`config.mk`:
```
export PLATFORM = sky130hd
export DESIGN_NAME = fsps_host
export DESIGN_NICKNAME = d
export VERILOG_FILES = /design/src/common/fsps_pkg.sv /design/src/design/fsps_bus_cycle.sv /design/src/design/fsps_host.sv
export SDC_FILE = /design/constraint.sdc
export NUM_CORES = 1
export LEC_CHECK = 0
export ABC_AREA = 1
export BUFFER_PORTS_ARGS = -buffer_cell sky130_fd_sc_hd__buf_4
export CAP_MARGIN = 20
export CORE_ASPECT_RATIO = 1.1
export CORE_MARGIN = 2
export CORE_UTILIZATION = 40
export DETAILED_ROUTE_END_ITERATION = 10
export GPL_ROUTABILITY_DRIVEN = 0
export PLACE_DENSITY = 0.6
export SYNTH_ARGS = -nofsm -noshare
export SYNTH_HDL_FRONTEND = slang
export SYNTH_SLANG_ARGS = --single-unit
```
`constraint.sdc`:
```
create_clock -name I_CLK -period 2.3 [get_ports I_CLK]
set_input_delay 0.345 -clock I_CLK [delete_from_list [all_inputs] [get_ports I_CLK]]
set_output_delay 0.345 -clock I_CLK [all_outputs]
set_load 0.02 [all_outputs]
```
`src/common/fsps_pkg.sv`:
```
// Constants and types for the flash suspend/lock/status-pin host controller
//
// Overview of operation
// - Host holds write-protect steady while suspended
// - Set protection: setup write, then confirm write
// - Host checks lock-bit set/clear fail, clears status on error
// - Aborted clear leaves bits unknown; host repeats
// - Pin configuration: command then code, reset high
package fsps_pkg;
  localparam int T_CLK_NS = 20;
  localparam int T_STROBE_NS = 70;
  localparam int STROBE_CYC = (T_STROBE_NS + T_CLK_NS - 1) / T_CLK_NS;

  localparam logic [7:0] REG_CTRL = 8'h00;
  localparam logic [7:0] REG_ADDR = 8'h04;
  localparam logic [7:0] REG_DATA = 8'h08;
  localparam logic [7:0] REG_STAT = 8'h0C;
  localparam logic [7:0] REG_ARRAY = 8'h10;

  localparam int CTRL_WP_BIT = 8;
  localparam int CTRL_RP_BIT = 9;
  localparam int STAT_REFUSED_BIT = 2;
  localparam int STAT_PULSE_BIT = 4;
  localparam logic WP_RST = 1'h0;
  localparam logic RP_RST = 1'h0;

  localparam int SB_READY = 7;
  localparam int SB_SUSP = 2;
  localparam logic [7:0] FAIL_MASK = 8'h3A;

  localparam logic [7:0] CMD_SUSPEND = 8'hB0;
  localparam logic [7:0] CMD_CONFIRM = 8'hD0;
  localparam logic [7:0] CMD_LOCKSET = 8'h60;
  localparam logic [7:0] CMD_SETCONF = 8'h01;
  localparam logic [7:0] CMD_STSCFG = 8'hB8;
  localparam logic [7:0] CMD_RDSTAT = 8'h70;
  localparam logic [7:0] CMD_CLRSTAT = 8'h50;
  localparam logic [7:0] CMD_RDARRAY = 8'hFF;

  localparam logic [1:0] STS_LEVEL = 2'h0;
  localparam logic [1:0] RESP_OKAY = 2'h0;
  localparam logic [1:0] RESP_SLVERR = 2'h2;

  typedef enum logic [2:0] {
    OP_NONE, OP_SUSPEND, OP_RESUME, OP_SETLOCK, OP_CLRLOCK, OP_STSCFG, OP_RDSTAT, OP_RDARRAY
  } fsps_op_e;

  typedef enum logic [2:0] {
    S_IDLE = 3'h0, S_CMD1 = 3'h1, S_CMD2 = 3'h3, S_POLL = 3'h2, S_CLRS = 3'h6, S_RDA = 3'h5
  } fsps_state_e;
endpackage

```
`src/design/fsps_bus_cycle.sv`:
```
// One flash bus cycle: chip select, write or output strobe, hold
`timescale 1ns/100ps
module fsps_bus_cycle import fsps_pkg::*; #(
  parameter int AW = 21
) (
  input wire logic i_clk,
  input wire logic i_rst,
  input wire logic i_go,
  input wire logic i_rd,
  input wire logic [AW-1:0] i_addr,
  input wire logic [15:0] i_wdata,
  input wire logic [15:0] i_dq,
  output logic o_done,
  output logic [15:0] o_rdata,
  output logic [AW-1:0] o_addr,
  output logic [15:0] o_dq,
  output logic o_dq_oe_n,
  output logic o_ce_n,
  output logic o_we_n,
  output logic o_oe_n
);
  logic [1:0] ph_r;
  logic [7:0] cnt_r;
  logic rd_r;

  // Address and data settle one cycle before the strobe and stay one after
  always_ff @(posedge i_clk) begin
    if (i_rst) begin
      ph_r <= 2'h0;
      cnt_r <= 8'h0;
      rd_r <= 1'h0;
      o_done <= 1'h0;
      o_rdata <= '0;
      o_addr <= '0;
      o_dq <= '0;
      o_dq_oe_n <= 1'h1;
      o_ce_n <= 1'h1;
      o_we_n <= 1'h1;
      o_oe_n <= 1'h1;
    end else begin
      o_done <= 1'h0;
      case (ph_r)
        2'h0: if (i_go) begin
          ph_r <= 2'h1;
          rd_r <= i_rd;
          o_addr <= i_addr;
          o_dq <= i_wdata;
          o_dq_oe_n <= i_rd;
          o_ce_n <= 1'h0;
        end
        2'h1: begin
          ph_r <= 2'h2;
          cnt_r <= 8'(STROBE_CYC - 1);
          o_we_n <= rd_r;
          o_oe_n <= !rd_r;
        end
        2'h2: if (cnt_r == 8'h0) begin
          ph_r <= 2'h3;
          o_we_n <= 1'h1;
          o_oe_n <= 1'h1;
          if (rd_r) o_rdata <= i_dq;
        end else begin
          cnt_r <= cnt_r - 8'h1;
        end
        default: begin
          ph_r <= 2'h0;
          o_ce_n <= 1'h1;
          o_dq_oe_n <= 1'h1;
          o_done <= 1'h1;
        end
      endcase
    end
  end
endmodule

```
`src/design/fsps_host.sv`:
```
// Flash command host: AXI4-Lite registers, command sequencer, status pin
//
// Added by the designer: the AXI4-Lite interface to the registers and the register addresses.
`timescale 1ns/100ps
module fsps_host import fsps_pkg::*; #(
  parameter int AW = 21
) (
  input wire logic I_CLK,
  input wire logic I_RST,
  input wire logic [7:0] I_AWADDR,
  input wire logic I_AWVALID,
  output logic O_AWREADY,
  input wire logic [31:0] I_WDATA,
  input wire logic [3:0] I_WSTRB,
  input wire logic I_WVALID,
  output logic O_WREADY,
  output logic [1:0] O_BRESP,
  output logic O_BVALID,
  input wire logic I_BREADY,
  input wire logic [7:0] I_ARADDR,
  input wire logic I_ARVALID,
  output logic O_ARREADY,
  output logic [31:0] O_RDATA,
  output logic [1:0] O_RRESP,
  output logic O_RVALID,
  input wire logic I_RREADY,
  output logic [AW-1:0] O_FL_ADDR,
  output logic [15:0] O_FL_DQ,
  output logic O_FL_DQ_OE_N,
  input wire logic [15:0] I_FL_DQ,
  output logic O_FL_CE_N,
  output logic O_FL_WE_N,
  output logic O_FL_OE_N,
  output logic O_FL_WP_N,
  output logic O_FL_RP_N,
  input wire logic I_FL_STS
);
  fsps_state_e st_r, st_nxt;
  fsps_op_e op_r, op_nxt, req_op;
  logic [7:0] awaddr_r, stat_r;
  logic [31:0] wdata_r, rd_mux;
  logic [3:0] wstrb_r;
  logic [AW-1:0] addr_r;
  logic [15:0] data_r, array_r, wd_r, eng_rdata;
  logic [1:0] mode_r;
  logic susp_r, refused_r, unknown_r, pulse_r, sts_r, go_r, rd_r, eng_done;

  function automatic logic [31:0] merge(logic [31:0] o, logic [31:0] n, logic [3:0] s);
    logic [31:0] m;
    m = o;
    for (int i = 0; i < 4; i++) begin
      if (s[i]) m[8*i +: 8] = n[8*i +: 8];
    end
    return m;
  endfunction

  function automatic logic [15:0] cmd_word(fsps_state_e s, fsps_op_e o, logic [7:0] code);
    logic [7:0] b;
    b = CMD_RDARRAY;
    case (s)
      S_CMD1: case (o)
        OP_SUSPEND: b = CMD_SUSPEND;
        OP_RESUME: b = CMD_CONFIRM;
        OP_SETLOCK, OP_CLRLOCK: b = CMD_LOCKSET;
        OP_STSCFG: b = CMD_STSCFG;
        OP_RDSTAT: b = CMD_RDSTAT;
        default: b = CMD_RDARRAY;
      endcase
      S_CMD2: b = (o == OP_SETLOCK) ? CMD_SETCONF : (o == OP_CLRLOCK) ? CMD_CONFIRM : code;
      S_CLRS: b = CMD_CLRSTAT;
      default: b = CMD_RDARRAY;
    endcase
    return {8'h00, b};
  endfunction

  // Write channel decode; address and data may arrive in either order
  wire wr_fire = !O_AWREADY && !O_WREADY && !O_BVALID;
  wire wr_ctrl = wr_fire && awaddr_r == REG_CTRL;
  wire wr_stat = wr_fire && awaddr_r == REG_STAT;
  wire wr_ok = awaddr_r inside {REG_CTRL, REG_ADDR, REG_DATA, REG_STAT};
  wire rd_ok = I_ARADDR inside {REG_CTRL, REG_ADDR, REG_DATA, REG_STAT, REG_ARRAY};
  assign req_op = fsps_op_e'(wdata_r[2:0]);
  wire rp_new = wdata_r[CTRL_RP_BIT];
  // Dropping reset/power-down cancels any sequence in flight
  wire abort = wr_ctrl && !rp_new;
  wire op_legal = susp_r ? (req_op inside {OP_RESUME, OP_RDSTAT, OP_RDARRAY})
                         : (req_op != OP_RESUME);
  wire can_go = st_r == S_IDLE && O_FL_CE_N && O_FL_RP_N;
  wire sw_start = wr_ctrl && req_op != OP_NONE && rp_new && can_go && op_legal;
  wire refuse = wr_ctrl && req_op != OP_NONE && !sw_start;
  wire auto_go = unknown_r && can_go && !wr_ctrl;
  wire start = sw_start || auto_go;
  wire two_wr = op_r inside {OP_SETLOCK, OP_CLRLOCK, OP_STSCFG};
  wire lock_op = op_r inside {OP_SETLOCK, OP_CLRLOCK};
  wire ready = eng_rdata[SB_READY];
  wire fail = lock_op && |(eng_rdata[7:0] & FAIL_MASK);
  wire poll_end = st_r == S_POLL && eng_done && (ready || op_r == OP_RDSTAT);
  wire cfg_end = st_r == S_CMD2 && eng_done && op_r == OP_STSCFG;
  wire pulse_evt = mode_r != STS_LEVEL && !sts_r && I_FL_STS;
  wire go_nxt = st_nxt != S_IDLE && (st_nxt != st_r || eng_done);
  assign op_nxt = start ? (auto_go ? OP_CLRLOCK : req_op) : op_r;

  always_comb begin
    st_nxt = st_r;
    case (st_r)
      S_IDLE: if (start) st_nxt = S_CMD1;
      S_CMD1: if (eng_done) st_nxt = two_wr ? S_CMD2 : (op_r == OP_RDARRAY) ? S_RDA : S_POLL;
      S_CMD2: if (eng_done) st_nxt = (op_r == OP_STSCFG) ? S_IDLE : S_POLL;
      S_POLL: if (poll_end) st_nxt = (fail && ready) ? S_CLRS : S_IDLE;
      S_CLRS, S_RDA: if (eng_done) st_nxt = S_IDLE;
      default: st_nxt = S_IDLE;
    endcase
    if (abort) st_nxt = S_IDLE;
  end

  wire [31:0] ctrl_word = {22'h0, O_FL_RP_N, O_FL_WP_N, 5'h0, op_r};
  wire [31:0] stat_word = {14'h0, mode_r, stat_r, 2'h0, sts_r, pulse_r, unknown_r,
                           refused_r, susp_r, st_r != S_IDLE};
  assign rd_mux = (I_ARADDR == REG_CTRL) ? ctrl_word :
                  (I_ARADDR == REG_ADDR) ? 32'(addr_r) :
                  (I_ARADDR == REG_DATA) ? {16'h0, data_r} :
                  (I_ARADDR == REG_STAT) ? stat_word :
                  (I_ARADDR == REG_ARRAY) ? {16'h0, array_r} : 32'h0;

  always_ff @(posedge I_CLK) begin
    if (I_RST) begin
      O_AWREADY <= 1'h1;
      O_WREADY <= 1'h1;
      O_BVALID <= 1'h0;
      O_BRESP <= RESP_OKAY;
      awaddr_r <= 8'h0;
      wdata_r <= 32'h0;
      wstrb_r <= 4'h0;
    end else begin
      if (I_AWVALID && O_AWREADY) begin
        awaddr_r <= I_AWADDR;
        O_AWREADY <= 1'h0;
      end
      if (I_WVALID && O_WREADY) begin
        wdata_r <= I_WDATA;
        wstrb_r <= I_WSTRB;
        O_WREADY <= 1'h0;
      end
      if (wr_fire) begin
        O_BVALID <= 1'h1;
        O_BRESP <= wr_ok ? RESP_OKAY : RESP_SLVERR;
      end
      if (O_BVALID && I_BREADY) begin
        O_BVALID <= 1'h0;
        O_AWREADY <= 1'h1;
        O_WREADY <= 1'h1;
      end
    end
  end

  always_ff @(posedge I_CLK) begin
    if (I_RST) begin
      O_ARREADY <= 1'h1;
      O_RVALID <= 1'h0;
      O_RDATA <= 32'h0;
      O_RRESP <= RESP_OKAY;
    end else if (I_ARVALID && O_ARREADY) begin
      O_ARREADY <= 1'h0;
      O_RVALID <= 1'h1;
      O_RDATA <= rd_mux;
      O_RRESP <= rd_ok ? RESP_OKAY : RESP_SLVERR;
    end else if (O_RVALID && I_RREADY) begin
      O_RVALID <= 1'h0;
      O_ARREADY <= 1'h1;
    end
  end

  always_ff @(posedge I_CLK) begin
    if (I_RST) begin
      st_r <= S_IDLE;
      op_r <= OP_NONE;
      go_r <= 1'h0;
      rd_r <= 1'h0;
      wd_r <= 16'h0;
    end else begin
      st_r <= st_nxt;
      op_r <= op_nxt;
      go_r <= go_nxt;
      rd_r <= st_nxt == S_POLL || st_nxt == S_RDA;
      wd_r <= cmd_word(st_nxt, op_nxt, data_r[7:0]);
    end
  end

  always_ff @(posedge I_CLK) begin
    if (I_RST) begin
      addr_r <= '0;
      data_r <= 16'h0;
      O_FL_WP_N <= WP_RST;
      O_FL_RP_N <= RP_RST;
    end else begin
      if (wr_fire && awaddr_r == REG_ADDR) addr_r <= AW'(merge(32'(addr_r), wdata_r, wstrb_r));
      if (wr_fire && awaddr_r == REG_DATA) data_r <= 16'(merge({16'h0, data_r}, wdata_r, wstrb_r));
      if (wr_ctrl) O_FL_RP_N <= rp_new;
      // A changing protect level during suspend gives spurious results
      if (wr_ctrl && !susp_r) O_FL_WP_N <= wdata_r[CTRL_WP_BIT];
    end
  end

  always_ff @(posedge I_CLK) begin
    if (I_RST) begin
      susp_r <= 1'h0;
      unknown_r <= 1'h0;
      mode_r <= STS_LEVEL;
      stat_r <= 8'h0;
      array_r <= 16'h0;
    end else begin
      if (poll_end) stat_r <= eng_rdata[7:0];
      if (st_r == S_RDA && eng_done) array_r <= eng_rdata;
      if (poll_end && op_r == OP_SUSPEND) susp_r <= eng_rdata[SB_SUSP];
      if (st_r == S_CMD1 && eng_done && op_r == OP_RESUME) susp_r <= 1'h0;
      if (poll_end && op_r == OP_CLRLOCK && !fail) unknown_r <= 1'h0;
      if (cfg_end && data_r[7:2] == 6'h0) mode_r <= data_r[1:0];
      if (abort) begin
        susp_r <= 1'h0;
        mode_r <= STS_LEVEL;
        if (st_r != S_IDLE && op_r == OP_CLRLOCK) unknown_r <= 1'h1;
      end
    end
  end

  // Sticky flags: a new event wins over a write-one clear in the same cycle
  always_ff @(posedge I_CLK) begin
    if (I_RST) begin
      refused_r <= 1'h0;
      pulse_r <= 1'h0;
      sts_r <= 1'h1;
    end else begin
      sts_r <= I_FL_STS;
      refused_r <= refuse || (refused_r && !(wr_stat && wdata_r[STAT_REFUSED_BIT]));
      pulse_r <= pulse_evt || (pulse_r && !(wr_stat && wdata_r[STAT_PULSE_BIT]));
    end
  end

  fsps_bus_cycle #(.AW(AW)) u_bus (
    .i_clk(I_CLK),
    .i_rst(I_RST),
    .i_go(go_r),
    .i_rd(rd_r),
    .i_addr(addr_r),
    .i_wdata(wd_r),
    .i_dq(I_FL_DQ),
    .o_done(eng_done),
    .o_rdata(eng_rdata),
    .o_addr(O_FL_ADDR),
    .o_dq(O_FL_DQ),
    .o_dq_oe_n(O_FL_DQ_OE_N),
    .o_ce_n(O_FL_CE_N),
    .o_we_n(O_FL_WE_N),
    .o_oe_n(O_FL_OE_N)
  );

  a_wp_frozen: assert property (@(posedge I_CLK) disable iff (I_RST)
    $past(susp_r) |-> $stable(O_FL_WP_N)) else $error("WP moved while suspended");
  a_lock_two_writes: assert property (@(posedge I_CLK) disable iff (I_RST)
    st_r == S_CMD1 && eng_done && lock_op && !abort |=> st_r == S_CMD2 ##[1:12] eng_done)
    else $error("Lock setup not followed by confirm");
  a_cfg_rp_high: assert property (@(posedge I_CLK) disable iff (I_RST)
    st_r == S_CMD2 && op_r == OP_STSCFG |-> O_FL_RP_N) else $error("Config with RP low");
  a_mode_default: assert property (@(posedge I_CLK) disable iff (I_RST)
    $fell(O_FL_RP_N) |-> mode_r == STS_LEVEL) else $error("Pin mode kept over reset");
  a_clear_on_err: assert property (@(posedge I_CLK) disable iff (I_RST)
    poll_end && fail && ready && !abort |=> st_r == S_CLRS) else $error("Error left uncleared");
  a_reclear_go: assert property (@(posedge I_CLK) disable iff (I_RST)
    auto_go |=> st_r == S_CMD1 && op_r == OP_CLRLOCK) else $error("No repeat of clear");
  a_resume_clr: assert property (@(posedge I_CLK) disable iff (I_RST)
    st_r == S_CMD1 && op_r == OP_RESUME && eng_done && !abort |=> !susp_r && st_r == S_POLL)
    else $error("Resume did not clear suspend");
  a_refuse_flag: assert property (@(posedge I_CLK) disable iff (I_RST)
    wr_ctrl && susp_r && st_r == S_IDLE &&
    req_op inside {OP_SUSPEND, OP_SETLOCK, OP_CLRLOCK, OP_STSCFG}
    |=> refused_r && st_r == S_IDLE) else $error("Illegal command while suspended");
endmodule

```
* Word-level counts from Yosys, hierarchy flattened
Cells that the tools add are included. Widths: inputs -> output; s select.
Operators by class: add/sub/neg operators 1, eq/ne operators 40, mux-type cells 45, bitwise operators 1, reductions and logical operators 97
Operator list (number):
- $logic_and 1x1->1 | 43
- $mux 21 | 2
- $pmux 8 s5 | 1
- $eq 3x3->1 const B | 13
- $mux 18 | 2
- $mux 3 | 11
- $eq 8x4->1 const B | 4
- $eq 3x2->1 const B | 9
- $logic_not 8->1 | 3
- $mux 8 | 3
- $pmux 8 s3 | 1
- $reduce_and 2->1 | 10
- $eq 8x3->1 const B | 2
- $mux 16 | 1
- $pmux 8 s2 | 1
- $pmux 3 s5 | 1
- $reduce_bool 3->1 | 5
- $eq 3x1->1 const B | 4
- $logic_not 1->1 | 12
- $mux 1 | 12
- $mux 2 | 5
- $reduce_or 2->1 | 5
- $eq 8x5->1 const B | 1
- $pmux 1 s2 | 4
- other kinds (19) | 29
Word-level totals: bits in registers 236, bits of input ports 76, output and inout bits 84, word-level logic and storage cells 227

* Depth between registers and ports, before layout
Gate-level depths: netlist of run 1.
word-level depth 15, mapped depth 18, depth with buffers taken out 18

* Modules after synthesis
Synthesis of run 1 repeated with hierarchy kept, for this count alone.
Unflattened totals: cell total of the unflattened synthesis 1220, area total of the unflattened synthesis 9132.5 um2
Modules (own cells, without submodules):
- fsps_host | times used 1, cells each 882, area each 6535.0 um2, seq. area each 2922.8 um2
- fsps_bus_cycle | times used 1, cells each 338, area each 2597.5 um2, seq. area each 1381.3 um2

* Least setup slack after synthesis of run 1
No wires, ideal clock.
kind register to register, from register O_WREADY, to register wd_r[1], library setup time 56 ps, data arrival time 1995 ps, required time 2244 ps, path slack 249 ps, stages on the path, launching flop included 19, buffers on the path 0, period minus slack after synthesis 2051 ps, cell sequence dfxtp_1 -> nor2_4 -> nand2_4 -> nor2_4 -> nand2_4 -> nor2_4 -> nand2_4 -> nand2_2 -> nand2_4 -> nand2_4 -> inv_1 -> ha_1 -> nand2_2 -> nand2_1 -> inv_2 -> nand3_1 -> nand3_1 -> nand2_1 -> inv_1
Between the ends: word-level cells in the longest chain between the ends 14, elaborated cells on any way between the ends 31, classes of those cells 9 x eq/ne; 9 x mux; 13 x reduce/logical
RTL lines:
- start: declaration | line fsps_host.sv:16 | output logic O_WREADY,
- start signal: assignment | line fsps_host.sv:128 | O_WREADY <= 1'h1;
- start signal: assignment | line fsps_host.sv:142 | O_WREADY <= 1'h0;
- start signal: assignment | line fsps_host.sv:151 | O_WREADY <= 1'h1;
- $logic_not 1->1 * | line fsps_host.sv:77 | wire wr_fire = !O_AWREADY && !O_WREADY && !O_BVALID;
- $logic_and 1x1->1 * (2 in series) | line fsps_host.sv:77
- $logic_and 1x1->1 * | line fsps_host.sv:78 | wire wr_ctrl = wr_fire && awaddr_r == REG_CTRL;
- $logic_and 1x1->1 (4 in series) | line fsps_host.sv:89 | wire sw_start = wr_ctrl && req_op != OP_NONE && rp_new && can_go && op_legal;
- $logic_or 1x1->1 | line fsps_host.sv:92 | wire start = sw_start || auto_go;
- $mux 3, on equally long branches | line fsps_host.sv:101, fsps_host.sv:106
- $eq 3x2->1, or another cell as far along | line fsps_host.sv:61, fsps_host.sv:69
- $reduce_or 2->1, or another cell as far along | line fsps_host.sv:61 | S_CMD1: case (o)
- $pmux 8 s5, or another cell as far along | line fsps_host.sv:61
- $pmux 8 s3 * | line fsps_host.sv:60 | case (s)
- end signal: assignment | line fsps_host.sv:185 | wd_r <= cmd_word(st_nxt, op_nxt, data_r[7:0]);
- end: declaration | line fsps_host.sv:44 | logic [15:0] data_r, array_r, wd_r, eng_rdata;
Every way passes the cells marked *; elsewhere a longest branch is shown, timed or not. A chain may end at the register's enable or synchronous reset.

* Worst setup path in the final report of run 1
from register O_WREADY, to register wd_r[5]
Same word-level chain as after synthesis.

==> report_table.html, run 1 <==
<table>
<tr><th>Metric</th><th>Value</th></tr>
<tr><th colspan="2">Run status</th></tr>
<tr><td>Result of the run</td><td>finished, final reports clean</td></tr>
<tr><th colspan="2">Global routing</th></tr>
<tr><td>Antenna violations before repair</td><td>0</td></tr>
<tr><td>Overall Global Routing Usage</td><td>between 10% and 20%</td></tr>
<tr><td>Pin count of the biggest net entering global routing</td><td>a little under 80</td></tr>
<tr><td>First-pass GRT wire length</td><td>around 36000 µm</td></tr>
<tr><td>Grt total ovfl</td><td>0</td></tr>
<tr><td>Grt met1 use</td><td>27.7%</td></tr>
<tr><td>GR Layer Usage met3</td><td>3.10%</td></tr>
<tr><td>Layer with the highest usage after global routing</td><td>met2</td></tr>
<tr><td>Met2 track demand over resource</td><td>around a third</td></tr>
<tr><td>Via count of the first global-routing pass</td><td>7121</td></tr>
<tr><th colspan="2">CTS</th></tr>
<tr><td>Number of clock sinks</td><td>slightly above 200</td></tr>
<tr><td>Clock input transition at the sequential cells of the worst setup and hold paths</td><td>60 ps</td></tr>
<tr><td>Master cell of the clock root buffer</td><td>clkbuf_16</td></tr>
<tr><td>Number of buffers created by CTS</td><td>22</td></tr>
<tr><td>CTS Buffer Depth</td><td>3</td></tr>
<tr><td>CTS tree</td><td>yes</td></tr>
<tr><td>Insertion delay to the later sink of the worst-skew pair</td><td>~500 ps</td></tr>
<tr><td>Count of H-tree levels built during CTS</td><td>1</td></tr>
<tr><th colspan="2">Power</th></tr>
<tr><td>Worst ir drop on vdd</td><td>~650 µV</td></tr>
<tr><td>Internal power component</td><td>~0.0064 W</td></tr>
<tr><td>Power per unit of standard cell area</td><td>slightly above 800 nW/µm²</td></tr>
<tr><td>Power share of the clock group</td><td>around two fifths</td></tr>
<tr><td>Reported leakage power</td><td>4.43 nW</td></tr>
<tr><td>Switching pwr</td><td>between 0.002 and 0.0025 W</td></tr>
<tr><td>Relative contribution of combinational cells to total power</td><td>13.5%</td></tr>
<tr><td>Switching part of the total power</td><td>26.3%</td></tr>
<tr><td>Sequential power share</td><td>a little under half</td></tr>
<tr><th colspan="2">Run</th></tr>
<tr><td>Number of max-cap violations</td><td>0</td></tr>
<tr><th colspan="2">Critical path</th></tr>
<tr><td>Critical Path, Cell by Cell</td><td>nor2_4 -&gt; nand2_4 -&gt; nor2_4 -&gt; nand2_4 -&gt; buf_4 -&gt; nor2_1 -&gt; inv_2 -&gt; nand2_2 -&gt; nand3_2 -&gt; nand2_2 -&gt; inv_2 -&gt; a21oi_1 -&gt; a21oi_1</td></tr>
<tr><td>Max incr delay on CP</td><td>approximately 350 ps</td></tr>
<tr><td>Cell family with most CP delay</td><td>simple AND/OR/NAND/NOR gates</td></tr>
<tr><td>Kind of capture point of the worst setup path</td><td>flop</td></tr>
<tr><td>Slowest library cell on the worst path</td><td>dfxtp_1</td></tr>
<tr><td>Type of the worst setup path</td><td>reg2reg</td></tr>
<tr><td>Required @ worst endpoint</td><td>roughly 2700 ps</td></tr>
<tr><td>Maximum net fanout on the critical path</td><td>7</td></tr>
<tr><td>CP arrival</td><td>roughly 2400 ps</td></tr>
<tr><td>Buf/Inv on CP</td><td>3</td></tr>
<tr><td>Kind of start point of the critical path</td><td>flop</td></tr>
<tr><th colspan="2">Drt</th></tr>
<tr><td>Number of vias in the routed layout</td><td>between 7000 and 8000</td></tr>
<tr><td># DRC</td><td>0</td></tr>
<tr><td>Detailed-route wire length</td><td>23200 µm</td></tr>
<tr><td>DRC violation total after the first TritonRoute iteration</td><td>613</td></tr>
<tr><td>Routed wirelength normalized by instance count</td><td>14.8 µm</td></tr>
<tr><td>Number of detailed-routing iterations run before antenna repair</td><td>5</td></tr>
<tr><td>Via-to-Cell Ratio</td><td>roughly 5</td></tr>
<tr><td>Antenna-violating nets left</td><td>0</td></tr>
<tr><th colspan="2">Cells and area</th></tr>
<tr><td>Area taken by multi-input logic gates</td><td>3810 µm²</td></tr>
<tr><td>Final-layout fill cell count</td><td>~2100</td></tr>
<tr><td>Final core utilization</td><td>between 50% and 60%</td></tr>
<tr><td>Layout overhead on the synthesized area</td><td>23.3%</td></tr>
<tr><td>Proportion of layout cells with a drive suffix above 1</td><td>roughly a fifth</td></tr>
<tr><td># diodes</td><td>0</td></tr>
<tr><td>Combined flip-flop and latch cell area</td><td>4140 µm²</td></tr>
<tr><td>Net total in the final layout</td><td>1345</td></tr>
<tr><th colspan="2">Floorplan</th></tr>
<tr><td>Die width</td><td>between 100 and 150 µm</td></tr>
<tr><td>Boundary Pins</td><td>160</td></tr>
<tr><td>Die area</td><td>approximately 23000 µm²</td></tr>
<tr><td>Die Y</td><td>about 160 µm</td></tr>
<tr><td>Core ar.</td><td>between 20000 and 25000 µm²</td></tr>
<tr><td>Initial core utilization</td><td>40.7%</td></tr>
<tr><td>Cell row count</td><td>56</td></tr>
<tr><th colspan="2">Worst hold path</th></tr>
<tr><td>Hold WC Path Type</td><td>in2reg</td></tr>
<tr><th colspan="2">STA</th></tr>
<tr><td>Finish-stage setup viols</td><td>0</td></tr>
<tr><td>Final slew viol count</td><td>0</td></tr>
<tr><td>Fmax</td><td>approximately 480 MHz</td></tr>
<tr><td>Share of the cycle needed by the critical path after routing</td><td>89.7%</td></tr>
<tr><td>Least-Margin Pin Slew</td><td>roughly 730 ps</td></tr>
<tr><td>Worst-case headroom to the max-slew limit</td><td>51.2%</td></tr>
<tr><td>Total negative setup slack</td><td>0 ps</td></tr>
<tr><td>Period minus WS final</td><td>2060 ps</td></tr>
<tr><td>Unrepaired setup endpoints after global routing</td><td>false</td></tr>
<tr><td>Hold violation count in the final report</td><td>0</td></tr>
<tr><td>Setup Skew</td><td>roughly 12 ps</td></tr>
<tr><th colspan="2">Synth</th></tr>
<tr><td>Number of synthesis warnings</td><td>0</td></tr>
<tr><td>Synth Cell Area</td><td>between 8000 and 9000 µm²</td></tr>
<tr><td>Leading post-synthesis cells by cell area</td><td>dfxtp_1 (48%), a21oi_1 (8.6%), o21ai_0 (8.5%)</td></tr>
<tr><td>Most repeated cell in the gate-level netlist after synthesis</td><td>dfxtp_1</td></tr>
<tr><td>Number of synthesized register bits</td><td>~210</td></tr>
<tr><td>Syn Area/Cell</td><td>between 7 and 8 µm²</td></tr>
<tr><td>Biggest area consumer among synthesized cells</td><td>dfxtp_1</td></tr>
<tr><td>Cells after Synth</td><td>approximately 1100</td></tr>
<tr><td>Area share of the largest cell type after synthesis</td><td>between 40% and 50%</td></tr>
<tr><td>Cell types with the highest counts after synthesis</td><td>dfxtp_1 (207), nand2_1 (150), a21oi_1 (148), o21ai_0 (147), nor2_1 (139)</td></tr>
<tr><td>Top FF cell, synth</td><td>dfxtp_1</td></tr>
<tr><td>Count of flip-flops with a built-in enable after synthesis</td><td>0</td></tr>
<tr><td>Fraction of registers with async set/reset</td><td>0%</td></tr>
<tr><td>Sequential fraction of the synthesis area</td><td>a little under half</td></tr>
<tr><td>Post-synthesis cell type count</td><td>just over 40</td></tr>
<tr><th colspan="2">Placed design</th></tr>
<tr><td>Count of input and output buffers</td><td>roughly 130</td></tr>
<tr><td>Post-DP HPWL</td><td>16600 µm</td></tr>
</table>
## path summary, 6_finish.rpt
path                   start          to  slack [ps]  cells after the start
hold reg to reg   data_r[11]  data_r[11]         450                      2
setup reg to reg    O_WREADY     wd_r[5]         240                     13
setup / recovery    O_WREADY     wd_r[5]         240                     13
hold / removal      I_FL_STS       sts_r          40                      3
## layout make-up
type	count	area share, %
flip-flops and latches	207	38.8
multi-input cells	756	35.7
repair buffers	154	10.9
clock buffers	35	6.47
inverters	121	4.27
well taps	290	3.40
clock inverters	3	0.398
## sequential cells by signal, indices dropped and copies added (netlist names), 16 cells and up
| signal | flops |
|---|---|
| u_bus.o_addr | 21 |
| data_r | 16 |
| wdata_r | 21 |
| addr_r | 21 |
| array_r | 16 |
| O_RDATA | 21 |
| u_bus.o_rdata | 16 |
## metal layers
metal  share of wire, %  wire length [µm]
met1                 48             11000
met2                 45             10500
met3                5.6              1300
met4                1.5               346
met5                  0                 0
## cell families after synthesis
logic type,after synthesis,share of synthesized area (%)
AND/OR/NAND/NOR,390,20.7
AO/OA/AOI/OAI,336,20.8
flip-flops,207,47.8
buffers and inverters,193,9.39
adder cells (fa/ha/maj),7,1.01
XOR/XNOR,2,0.202
other,1,0.0433
## worst register-to-register path: stages (launching register included)
cell and delay (ps):
dfxtp_1 350, nor2_4 160, nand2_4 90, nor2_4 100, nand2_4 80, buf_4 160, nor2_1 200, inv_2 140
nand2_2 120, nand3_2 100, nand2_2 120, inv_2 60, a21oi_1 160, a21oi_1 90
## stage by stage
| step | hold slack [ps] | instances | total power, W | setup slack (ps) | area [µm²] |
|---|---|---|---|---|---|
| 2_1_floorplan | 424 | 1156 | 0.00480 | 249 | 8740 |
| 3_3_place_gp | 435 | 1526 | 0.00513 | 108 | 9900 |
| 3_5_place_dp | 442 | 1526 | 0.00515 | 101 | 9900 |
| 4_1_cts | 30.1 | 1564 | 0.00872 | 64.5 | 10600 |
| 5_1_grt | 41.9 | 1566 | 0.00903 | 15.3 | 10700 |
| 6_report | 44.6 | 1566 | 0.00864 | 236 | 10700 |
## layout by cell type, fill, tap and decap left out, types with 6 or more instances in the layout
cell type / netlist / final
inv_1: 108 / 106
o21ai_0: 147 / 147
nor2_4: 6 / 8
nor2_1: 139 / 135
inv_2: 11 / 12
o2111ai_1: 12 / 12
nand2_4: 7 / 7
nor2_2: 4 / 6
a22oi_1: 9 / 9
nand3_1: 51 / 50
o211ai_1: 6 / 6
nand2_1: 150 / 149
dfxtp_1: 207 / 207
buf_4: 22 / 153
a21oi_1: 148 / 148
conb_1: 1 / 21
clkbuf_16: 0 / 23
ha_1: 7 / 6
clkbuf_8: 0 / 7
nand2_2: 8 / 9
nor3_1: 7 / 6
## power by group through the flow
stage,clock [W],combinational (W),sequential [W]
after floorplan,0,0.000789,0.00401
after global routing,0.00377,0.00132,0.00394
after detailed placement,0,0.00115,0.00400
after CTS,0.00364,0.00115,0.00392
after global placement,0,0.00114,0.00399
final,0.00355,0.00116,0.00392
## what timing repair did
item / CTS / global route
resized for setup: 0 / 10
hold buffers: 0 / 0
setup buffers: 0 / 2
endpoints found under the setup margin: 0 / 11
Note: power is estimated with default switching activity, not from simulation.
==> inputs of run 2 (changes only) <==
Settings changed: ABC_CLOCK_PERIOD_IN_PS set to 2300, CTS_BUF_LIST set to sky130_fd_sc_hd__clkbuf_4 sky130_fd_sc_hd__clkbuf_8 sky130_fd_sc_hd__clkbuf_16.
==> report_table.html, run 2 (synthesis gave the netlist of run 1 again) <==
<table>
<tr><th>Metric</th><th>Value</th></tr>
<tr><th colspan="2">Worst hold path</th></tr>
<tr><td>Instance count along the most critical hold path</td><td>3 (unchanged)</td></tr>
<tr><td>Min-Delay Endpoint</td><td>sts_r (unchanged)</td></tr>
<tr><td>Hold WC Path Type</td><td>in2reg (unchanged)</td></tr>
<tr><td>Origin of the worst min-delay path</td><td>I_FL_STS (unchanged)</td></tr>
<tr><th colspan="2">CTS</th></tr>
<tr><td>Insertion delay to the later sink of the worst-skew pair</td><td>500 ps (about the same)</td></tr>
<tr><td>Number of clock sinks</td><td>207 (unchanged)</td></tr>
<tr><td>Master cell of the clock root buffer</td><td>clkbuf_16 (unchanged)</td></tr>
<tr><td>CTS Buffer Depth</td><td>3 (unchanged)</td></tr>
<tr><td>CTS tree</td><td>yes (unchanged)</td></tr>
<tr><td>Clock input transition at the sequential cells of the worst setup and hold paths</td><td>60 ps (about the same)</td></tr>
<tr><td>Number of buffers created by CTS</td><td>22 (unchanged)</td></tr>
<tr><td>Hold buffer count at cts</td><td>0 (unchanged)</td></tr>
<tr><td>Count of H-tree levels built during CTS</td><td>1 (unchanged)</td></tr>
<tr><th colspan="2">STA</th></tr>
<tr><td>Fmax</td><td>482 MHz (was 485 MHz)</td></tr>
<tr><td>Finish-stage setup viols</td><td>0 (unchanged)</td></tr>
<tr><td>Worst-case headroom to the max-slew limit</td><td>50.5% (was 51.2%)</td></tr>
<tr><td>Unrepaired setup endpoints after global routing</td><td>false (unchanged)</td></tr>
<tr><td>Total negative setup slack</td><td>0 ps (unchanged)</td></tr>
<tr><td>Setup Skew</td><td>12.5 ps (was 12.2 ps)</td></tr>
<tr><td>Final slew viol count</td><td>0 (unchanged)</td></tr>
<tr><td>Hold Slack</td><td>47.1 ps (was 44.6 ps)</td></tr>
<tr><td>Period minus WS final</td><td>2070 ps (was 2060 ps)</td></tr>
<tr><td>Share of the cycle needed by the critical path after routing</td><td>90.2% (was 89.7%)</td></tr>
<tr><td>Least-Margin Pin Slew</td><td>741 ps (was 731 ps)</td></tr>
<tr><td>Hold violation count in the final report</td><td>0 (unchanged)</td></tr>
<tr><th colspan="2">Critical path</th></tr>
<tr><td>FF-to-FF path depth</td><td>13 (unchanged)</td></tr>
<tr><td>Flop2flop setup slack</td><td>230 ps (was 240 ps)</td></tr>
<tr><td>Type of the worst setup path</td><td>reg2reg (unchanged)</td></tr>
<tr><td>Terminus of the critical flop-to-flop path</td><td>wd_r[4] (was wd_r[5])</td></tr>
<tr><td>Maximum net fanout on the critical path</td><td>6 (was 7)</td></tr>
<tr><td>Kind of capture point of the worst setup path</td><td>flop (unchanged)</td></tr>
<tr><td>CP arrival</td><td>2480 ps (was 2420 ps)</td></tr>
<tr><td>Kind of start point of the critical path</td><td>flop (unchanged)</td></tr>
<tr><td>Required @ worst endpoint</td><td>2700 ps (was 2660 ps)</td></tr>
<tr><td>R2r startpoint</td><td>st_r[2] (was O_WREADY)</td></tr>
<tr><th colspan="2">Power</th></tr>
<tr><td>Reported leakage power</td><td>4.45 nW (was 4.43 nW)</td></tr>
<tr><td>Worst ir drop on vdd</td><td>654 µV (about the same)</td></tr>
<tr><td>Power per unit of standard cell area</td><td>814 nW/µm² (was 809 nW/µm²)</td></tr>
<tr><th colspan="2">Drt</th></tr>
<tr><td>Number of detailed-routing iterations run before antenna repair</td><td>6 (was 5)</td></tr>
<tr><td>Routed wirelength normalized by instance count</td><td>14.8 µm (about the same)</td></tr>
<tr><td>Via-to-Cell Ratio</td><td>4.93 (was 4.94)</td></tr>
<tr><td>Detailed-route wire length</td><td>23200 µm (about the same)</td></tr>
<tr><td>DRC violation total after the first TritonRoute iteration</td><td>622 (was 613)</td></tr>
<tr><td>Antenna-violating nets left</td><td>0 (unchanged)</td></tr>
<tr><td>Number of vias in the routed layout</td><td>7722 (was 7742)</td></tr>
<tr><td># DRC</td><td>0 (unchanged)</td></tr>
<tr><th colspan="2">Placed design</th></tr>
<tr><td>Area after detailed placement</td><td>9900 µm² (unchanged)</td></tr>
<tr><td>Count of input and output buffers</td><td>126 (unchanged)</td></tr>
<tr><td>Post-DP HPWL</td><td>16600 µm (unchanged)</td></tr>
<tr><th colspan="2">Run status</th></tr>
<tr><td>Result of the run</td><td>finished, final reports clean (unchanged)</td></tr>
<tr><th colspan="2">Floorplan</th></tr>
<tr><td>Cell row count</td><td>56 (unchanged)</td></tr>
<tr><td>Initial core utilization</td><td>40.7% (unchanged)</td></tr>
<tr><td>Boundary Pins</td><td>160 (unchanged)</td></tr>
<tr><td>Die area</td><td>22800 µm² (unchanged)</td></tr>
<tr><td>Die width</td><td>144 µm (unchanged)</td></tr>
<tr><td>Die Y</td><td>158 µm (unchanged)</td></tr>
<tr><td>Core ar.</td><td>21300 µm² (unchanged)</td></tr>
<tr><th colspan="2">Global routing</th></tr>
<tr><td>First-pass GRT wire length</td><td>36300 µm (about the same)</td></tr>
<tr><td>Antenna violations before repair</td><td>0 (unchanged)</td></tr>
<tr><td>Via count of the first global-routing pass</td><td>7120 (was 7121)</td></tr>
<tr><td>Grt total ovfl</td><td>0 (unchanged)</td></tr>
<tr><td>Overall Global Routing Usage</td><td>19.8% (about the same)</td></tr>
<tr><td>Pin count of the biggest net entering global routing</td><td>79 (unchanged)</td></tr>
<tr><th colspan="2">Cells and area</th></tr>
<tr><td>Final core utilization</td><td>50.2% (was 50.1%)</td></tr>
<tr><td>Final standard cell area without fillers</td><td>10700 µm² (about the same)</td></tr>
<tr><td># diodes</td><td>0 (unchanged)</td></tr>
<tr><td>Net total in the final layout</td><td>1345 (unchanged)</td></tr>
<tr><td>Layout overhead on the synthesized area</td><td>23.5% (was 23.3%)</td></tr>
<tr><td>Most used cells in the layout excluding fill and tap cells</td><td>dfxtp_1 (207), buf_4 (153), nand2_1 (149), a21oi_1 (148), o21ai_0 (147) (unchanged)</td></tr>
<tr><td>Proportion of layout cells with a drive suffix above 1</td><td>19.4% (was 19.0%)</td></tr>
<tr><td>Most common cell after layout, fill and taps aside</td><td>dfxtp_1 (unchanged)</td></tr>
<tr><th colspan="2">Run</th></tr>
<tr><td>Number of max-cap violations</td><td>0 (unchanged)</td></tr>
</table>
==> run 2: cell count changes in the layout (fill, tap and decap cells not counted) <==
| cell | previous run | this run |
|---|---|---|
| clkbuf_1 | 5 | 0 |
| clkbuf_4 | 0 | 5 |
==> run 2: where the power goes <==
group	internal, W	total (W)	leakage [nW]	switching [W]
Sequential	0.00378	0.00392	1.68	0.000146
Clock	0.00222	0.00362	0.375	0.00140
Combinational	0.000434	0.00117	2.39	0.000732
==> run 2: routing by layer <==
metal	global-route usage [%]	up-vias	part of all wire (%)
li1	-	3973	-
met1	27.8	3512	47
met2	32.2	210	45
met3	3.10	27	5.9
met4	4.53	0	1.5
met5	0	-	0
==> run 2: area by class of cell <==
class / instances / area [µm²]
sequential: 207 / 4140
multi-input combinational: 756 / 3810
clock inverter: 3 / 42.5
inverter: 121 / 455
timing repair buffer: 154 / 1170
fill: 2143 / 10600
clock buffer: 35 / 709
tap: 290 / 363
==> run 2: per-stage QoR <==
step / power [W] / worst slack, ps / cells
2_1_floorplan: 0.00480 / 249 / 1156
3_3_place_gp: 0.00513 / 108 / 1526
3_5_place_dp: 0.00515 / 101 / 1526
4_1_cts: 0.00877 / 64.5 / 1564
5_1_grt: 0.00909 / 15.3 / 1566
6_report: 0.00871 / 226 / 1566
==> run 2: worst max path at each step <==
stage	startpoint	end	slack, ps	cells past startpoint
CTS	st_r[2]	wd_r[2]	60	16
detailed placement	st_r[2]	wd_r[2]	100	16
floorplan	O_WREADY	wd_r[1]	250	18
finish	st_r[2]	wd_r[4]	230	13
global route	wdata_r[1]	wd_r[4]	20	15
global placement	st_r[2]	wd_r[7]	110	13
==> run 2: repair_timing <==
action,CTS,global route
buffers inserted,0,2
gates resized for setup,0,10
hold endpoints to repair,0,0
endpoints found under the setup margin,0,11
==> run 2: critical path, cell delays in order (launching register included) <==
cell	delay [ps]
dfxtp_1	390
nor2_2	170
nand4_1	210
nor2_4	210
nand2_4	80
nand2_2	80
nand2_4	60
nand2_4	80
inv_1	50
ha_2	260
a21oi_1	180
nand3_1	100
nand2_1	60
inv_1	30
==> inputs of run 3 (changes only) <==
Settings changed: CORE_ASPECT_RATIO 1.1 to unset, CORE_UTILIZATION 40 to 50, PLACE_DENSITY 0.6 to 0.72, SLEW_MARGIN set to 40.
==> report_table.html, run 3 (synthesis gave the netlist of run 1 again) <==
<table>
<tr><th>Metric</th><th>Value</th></tr>
<tr><th colspan="2">STA</th></tr>
<tr><td>Setup Skew</td><td>17.7 ps (was 12.5 ps)</td></tr>
<tr><td>Fmax</td><td>456 MHz (was 482 MHz)</td></tr>
<tr><td>Period minus WS final</td><td>2190 ps (was 2070 ps)</td></tr>
<tr><td>Hold Slack</td><td>74.9 ps (was 47.1 ps)</td></tr>
<tr><td>Finish-stage setup viols</td><td>0 (unchanged)</td></tr>
<tr><td>Total negative setup slack</td><td>0 ps (unchanged)</td></tr>
<tr><td>Share of the cycle needed by the critical path after routing</td><td>95.3% (was 90.2%)</td></tr>
<tr><td>Minimum setup slack in the final design</td><td>108 ps (was 226 ps)</td></tr>
<tr><td>Worst-case headroom to the max-slew limit</td><td>52.5% (was 50.5%)</td></tr>
<tr><td>Final slew viol count</td><td>0 (unchanged)</td></tr>
<tr><td>Least-Margin Pin Slew</td><td>711 ps (was 741 ps)</td></tr>
<tr><td>Hold violation count in the final report</td><td>0 (unchanged)</td></tr>
<tr><th colspan="2">Global routing</th></tr>
<tr><td>Overall Global Routing Usage</td><td>24.1% (was 19.8%)</td></tr>
<tr><td>First-pass GRT wire length</td><td>35800 µm (was 36300 µm)</td></tr>
<tr><td>Antenna violations before repair</td><td>0 (unchanged)</td></tr>
<tr><td>Pin count of the biggest net entering global routing</td><td>60 (was 79)</td></tr>
<tr><td>Grt total ovfl</td><td>0 (unchanged)</td></tr>
<tr><td>Via count of the first global-routing pass</td><td>7299 (was 7120)</td></tr>
<tr><th colspan="2">Critical path</th></tr>
<tr><td>Kind of capture point of the worst setup path</td><td>flop (unchanged)</td></tr>
<tr><td>Critical Path, Cell by Cell</td><td>nor2_4 -&gt; nand2_4 -&gt; nor2_4 -&gt; nand2_4 -&gt; nor2_4 -&gt; nand3_1 -&gt; nand2_4 -&gt; nand2_4 -&gt; inv_1 -&gt; ha_1 -&gt; nand2_2 -&gt; nand2_2 -&gt; inv_4 -&gt; a21oi_1 -&gt; a21oi_1 (was nor2_2 -&gt; nand4_1 -&gt; nor2_4 -&gt; nand2_4 -&gt; nand2_2 -&gt; nand2_4 -&gt; nand2_4 -&gt; inv_1 -&gt; ha_2 -&gt; a21oi_1 -&gt; nand3_1 -&gt; nand2_1 -&gt; inv_1)</td></tr>
<tr><td>Maximum net fanout on the critical path</td><td>6 (unchanged)</td></tr>
<tr><td>Max incr delay on CP</td><td>350 ps (was 390 ps)</td></tr>
<tr><td>FF-to-FF path depth</td><td>15 (was 13)</td></tr>
<tr><td>Type of the worst setup path</td><td>reg2reg (unchanged)</td></tr>
<tr><td>CP arrival</td><td>2560 ps (was 2480 ps)</td></tr>
<tr><td>Slowest library cell on the worst path</td><td>dfxtp_2 (was dfxtp_1)</td></tr>
<tr><td>Worst path most repeated cell</td><td>nand2_4 (unchanged)</td></tr>
<tr><td>Required @ worst endpoint</td><td>2670 ps (was 2700 ps)</td></tr>
<tr><td>Kind of start point of the critical path</td><td>flop (unchanged)</td></tr>
<tr><th colspan="2">CTS</th></tr>
<tr><td>Master cell of the clock root buffer</td><td>clkbuf_16 (unchanged)</td></tr>
<tr><td>Number of clock sinks</td><td>207 (unchanged)</td></tr>
<tr><td>Insertion delay to the later sink of the worst-skew pair</td><td>510 ps (was 500 ps)</td></tr>
<tr><td>CTS tree</td><td>yes (unchanged)</td></tr>
<tr><td>CTS Buffer Depth</td><td>3 (unchanged)</td></tr>
<tr><td>Clock input transition at the sequential cells of the worst setup and hold paths</td><td>60 ps (about the same)</td></tr>
<tr><td>Count of H-tree levels built during CTS</td><td>1 (unchanged)</td></tr>
<tr><td>Number of buffers created by CTS</td><td>22 (unchanged)</td></tr>
<tr><th colspan="2">Power</th></tr>
<tr><td>Reported leakage power</td><td>4.45 nW (about the same)</td></tr>
<tr><td>Power per unit of standard cell area</td><td>820 nW/µm² (was 814 nW/µm²)</td></tr>
<tr><td>Power share of the clock group</td><td>41.6% (was 41.5%)</td></tr>
<tr><td>Switching pwr</td><td>0.00228 W (about the same)</td></tr>
<tr><td>Sequential power share</td><td>45.1% (about the same)</td></tr>
<tr><td>Worst ir drop on vdd</td><td>820 µV (was 654 µV)</td></tr>
<tr><td>Relative contribution of combinational cells to total power</td><td>13.3% (was 13.4%)</td></tr>
<tr><td>Internal power component</td><td>0.00642 W (was 0.00643 W)</td></tr>
<tr><td>Switching part of the total power</td><td>26.2% (about the same)</td></tr>
<tr><th colspan="2">Run</th></tr>
<tr><td>Number of max-cap violations</td><td>0 (unchanged)</td></tr>
<tr><th colspan="2">Placed design</th></tr>
<tr><td>Count of input and output buffers</td><td>126 (unchanged)</td></tr>
<tr><td>Placed Cells</td><td>1457 (was 1526)</td></tr>
<tr><td>Place WS</td><td>99.4 ps (was 101 ps)</td></tr>
<tr><td>Post-DP HPWL</td><td>16200 µm (was 16600 µm)</td></tr>
<tr><th colspan="2">Cells and area</th></tr>
<tr><td>Layout overhead on the synthesized area</td><td>22.4% (was 23.5%)</td></tr>
<tr><td>Count of non-filler cells in the finished layout</td><td>1502 (was 1566)</td></tr>
<tr><td>Proportion of layout cells with a drive suffix above 1</td><td>19.4% (about the same)</td></tr>
<tr><td>Net total in the final layout</td><td>1344 (was 1345)</td></tr>
<tr><td>Most used cells in the layout excluding fill and tap cells</td><td>dfxtp_1 (204), buf_4 (152), nand2_1 (149), a21oi_1 (148), o21ai_0 (147) (was dfxtp_1 (207), buf_4 (153), nand2_1 (149), a21oi_1 (148), o21ai_0 (147))</td></tr>
<tr><td># diodes</td><td>0 (unchanged)</td></tr>
<tr><td>Most common cell after layout, fill and taps aside</td><td>dfxtp_1 (unchanged)</td></tr>
<tr><th colspan="2">Drt</th></tr>
<tr><td>Routed wirelength normalized by instance count</td><td>15.3 µm (was 14.8 µm)</td></tr>
<tr><td>Antenna-violating nets left</td><td>0 (unchanged)</td></tr>
<tr><td>Detailed-route wire length</td><td>23000 µm (was 23200 µm)</td></tr>
<tr><td>Number of vias in the routed layout</td><td>7922 (was 7722)</td></tr>
<tr><td>Number of detailed-routing iterations run before antenna repair</td><td>7 (was 6)</td></tr>
<tr><td>DRC violation total after the first TritonRoute iteration</td><td>623 (was 622)</td></tr>
<tr><td># DRC</td><td>0 (unchanged)</td></tr>
<tr><td>Via-to-Cell Ratio</td><td>5.27 (was 4.93)</td></tr>
<tr><th colspan="2">Floorplan</th></tr>
<tr><td>Core ar.</td><td>17100 µm² (was 21300 µm²)</td></tr>
<tr><td>Die width</td><td>136 µm (was 144 µm)</td></tr>
<tr><td>Die area</td><td>18400 µm² (was 22800 µm²)</td></tr>
<tr><td>Boundary Pins</td><td>160 (unchanged)</td></tr>
<tr><td>Cell row count</td><td>48 (was 56)</td></tr>
<tr><td>Initial core utilization</td><td>50.6% (was 40.7%)</td></tr>
<tr><td>Die Y</td><td>136 µm (was 158 µm)</td></tr>
<tr><th colspan="2">Worst hold path</th></tr>
<tr><td>Hold WC Path Type</td><td>in2reg (unchanged)</td></tr>
<tr><td>Instance count along the most critical hold path</td><td>3 (unchanged)</td></tr>
<tr><th colspan="2">Run status</th></tr>
<tr><td>Result of the run</td><td>finished, final reports clean (unchanged)</td></tr>
</table>
## run 3: changes by cell type in the layout (fill, tap and decap cells not counted), sizes merged
cell and change:
clkinvlp -1, buf -1, clkinv +2, clkbuf +1
## run 3: layout make-up
cell class	count	area, µm²
fill	1546	6520
timing repair buffer	153	1160
tap	225	282
multi-input combinational	756	3800
inverter	121	458
clock inverter	4	45.0
sequential	207	4150
clock buffer	36	704
## run 3: worst paths after layout
| kind | from | endpoint | slack (ps) |
|---|---|---|---|
| worst min register to register | u_bus.o_rdata[12] | u_bus.o_rdata[12] | 460 |
| worst max-delay path | O_AWREADY | wd_r[7] | 110 |
| worst max register to register | O_AWREADY | wd_r[7] | 110 |
| worst min-delay path | I_FL_STS | sts_r | 70 |
## run 3: layer usage
| layer | GRT usage [%] | vias to the layer above | wire length (µm) |
|---|---|---|---|
| met5 | 0 | - | 0 |
| met3 | 3.67 | 43 | 1360 |
| met2 | 42.2 | 244 | 11200 |
| met4 | 6.25 | 0 | 510 |
| li1 | - | 3972 | - |
| met1 | 31.1 | 3663 | 9920 |
## run 3: what timing repair did
action | CTS | global route
setup endpoints to repair | 0 | 8
hold buffers | 0 | 0
gates resized for setup | 0 | 10
buffers inserted | 0 | 5
## run 3: through the flow
stage	util (%)	total power [W]	instance area (µm²)
final	61.9	0.00870	10600
after global routing	61.9	0.00905	10600
after CTS	61.6	0.00874	10500
after detailed placement	57.2	0.00514	9790
after global placement	57.2	0.00512	9790
after floorplan	-	0.00480	8740
## run 3: worst max-delay path, delay by kind of cell (launching register included)
kind | cells | cell delay [ps]
adder cells (fa/ha/maj) | 1 | 180
buffers and inverters | 2 | 120
AO/OA/AOI/OAI | 2 | 220
AND/OR/NAND/NOR | 10 | 1180
flip-flops | 1 | 350
## run 3: power groups by stage
stage               clock [W]  combinational, W  sequential, W
floorplan                   0          0.000789        0.00401
global placement            0           0.00113        0.00399
detailed placement          0           0.00115        0.00399
CTS                   0.00367           0.00115        0.00392
global route          0.00380           0.00131        0.00395
finish                0.00362           0.00116        0.00392
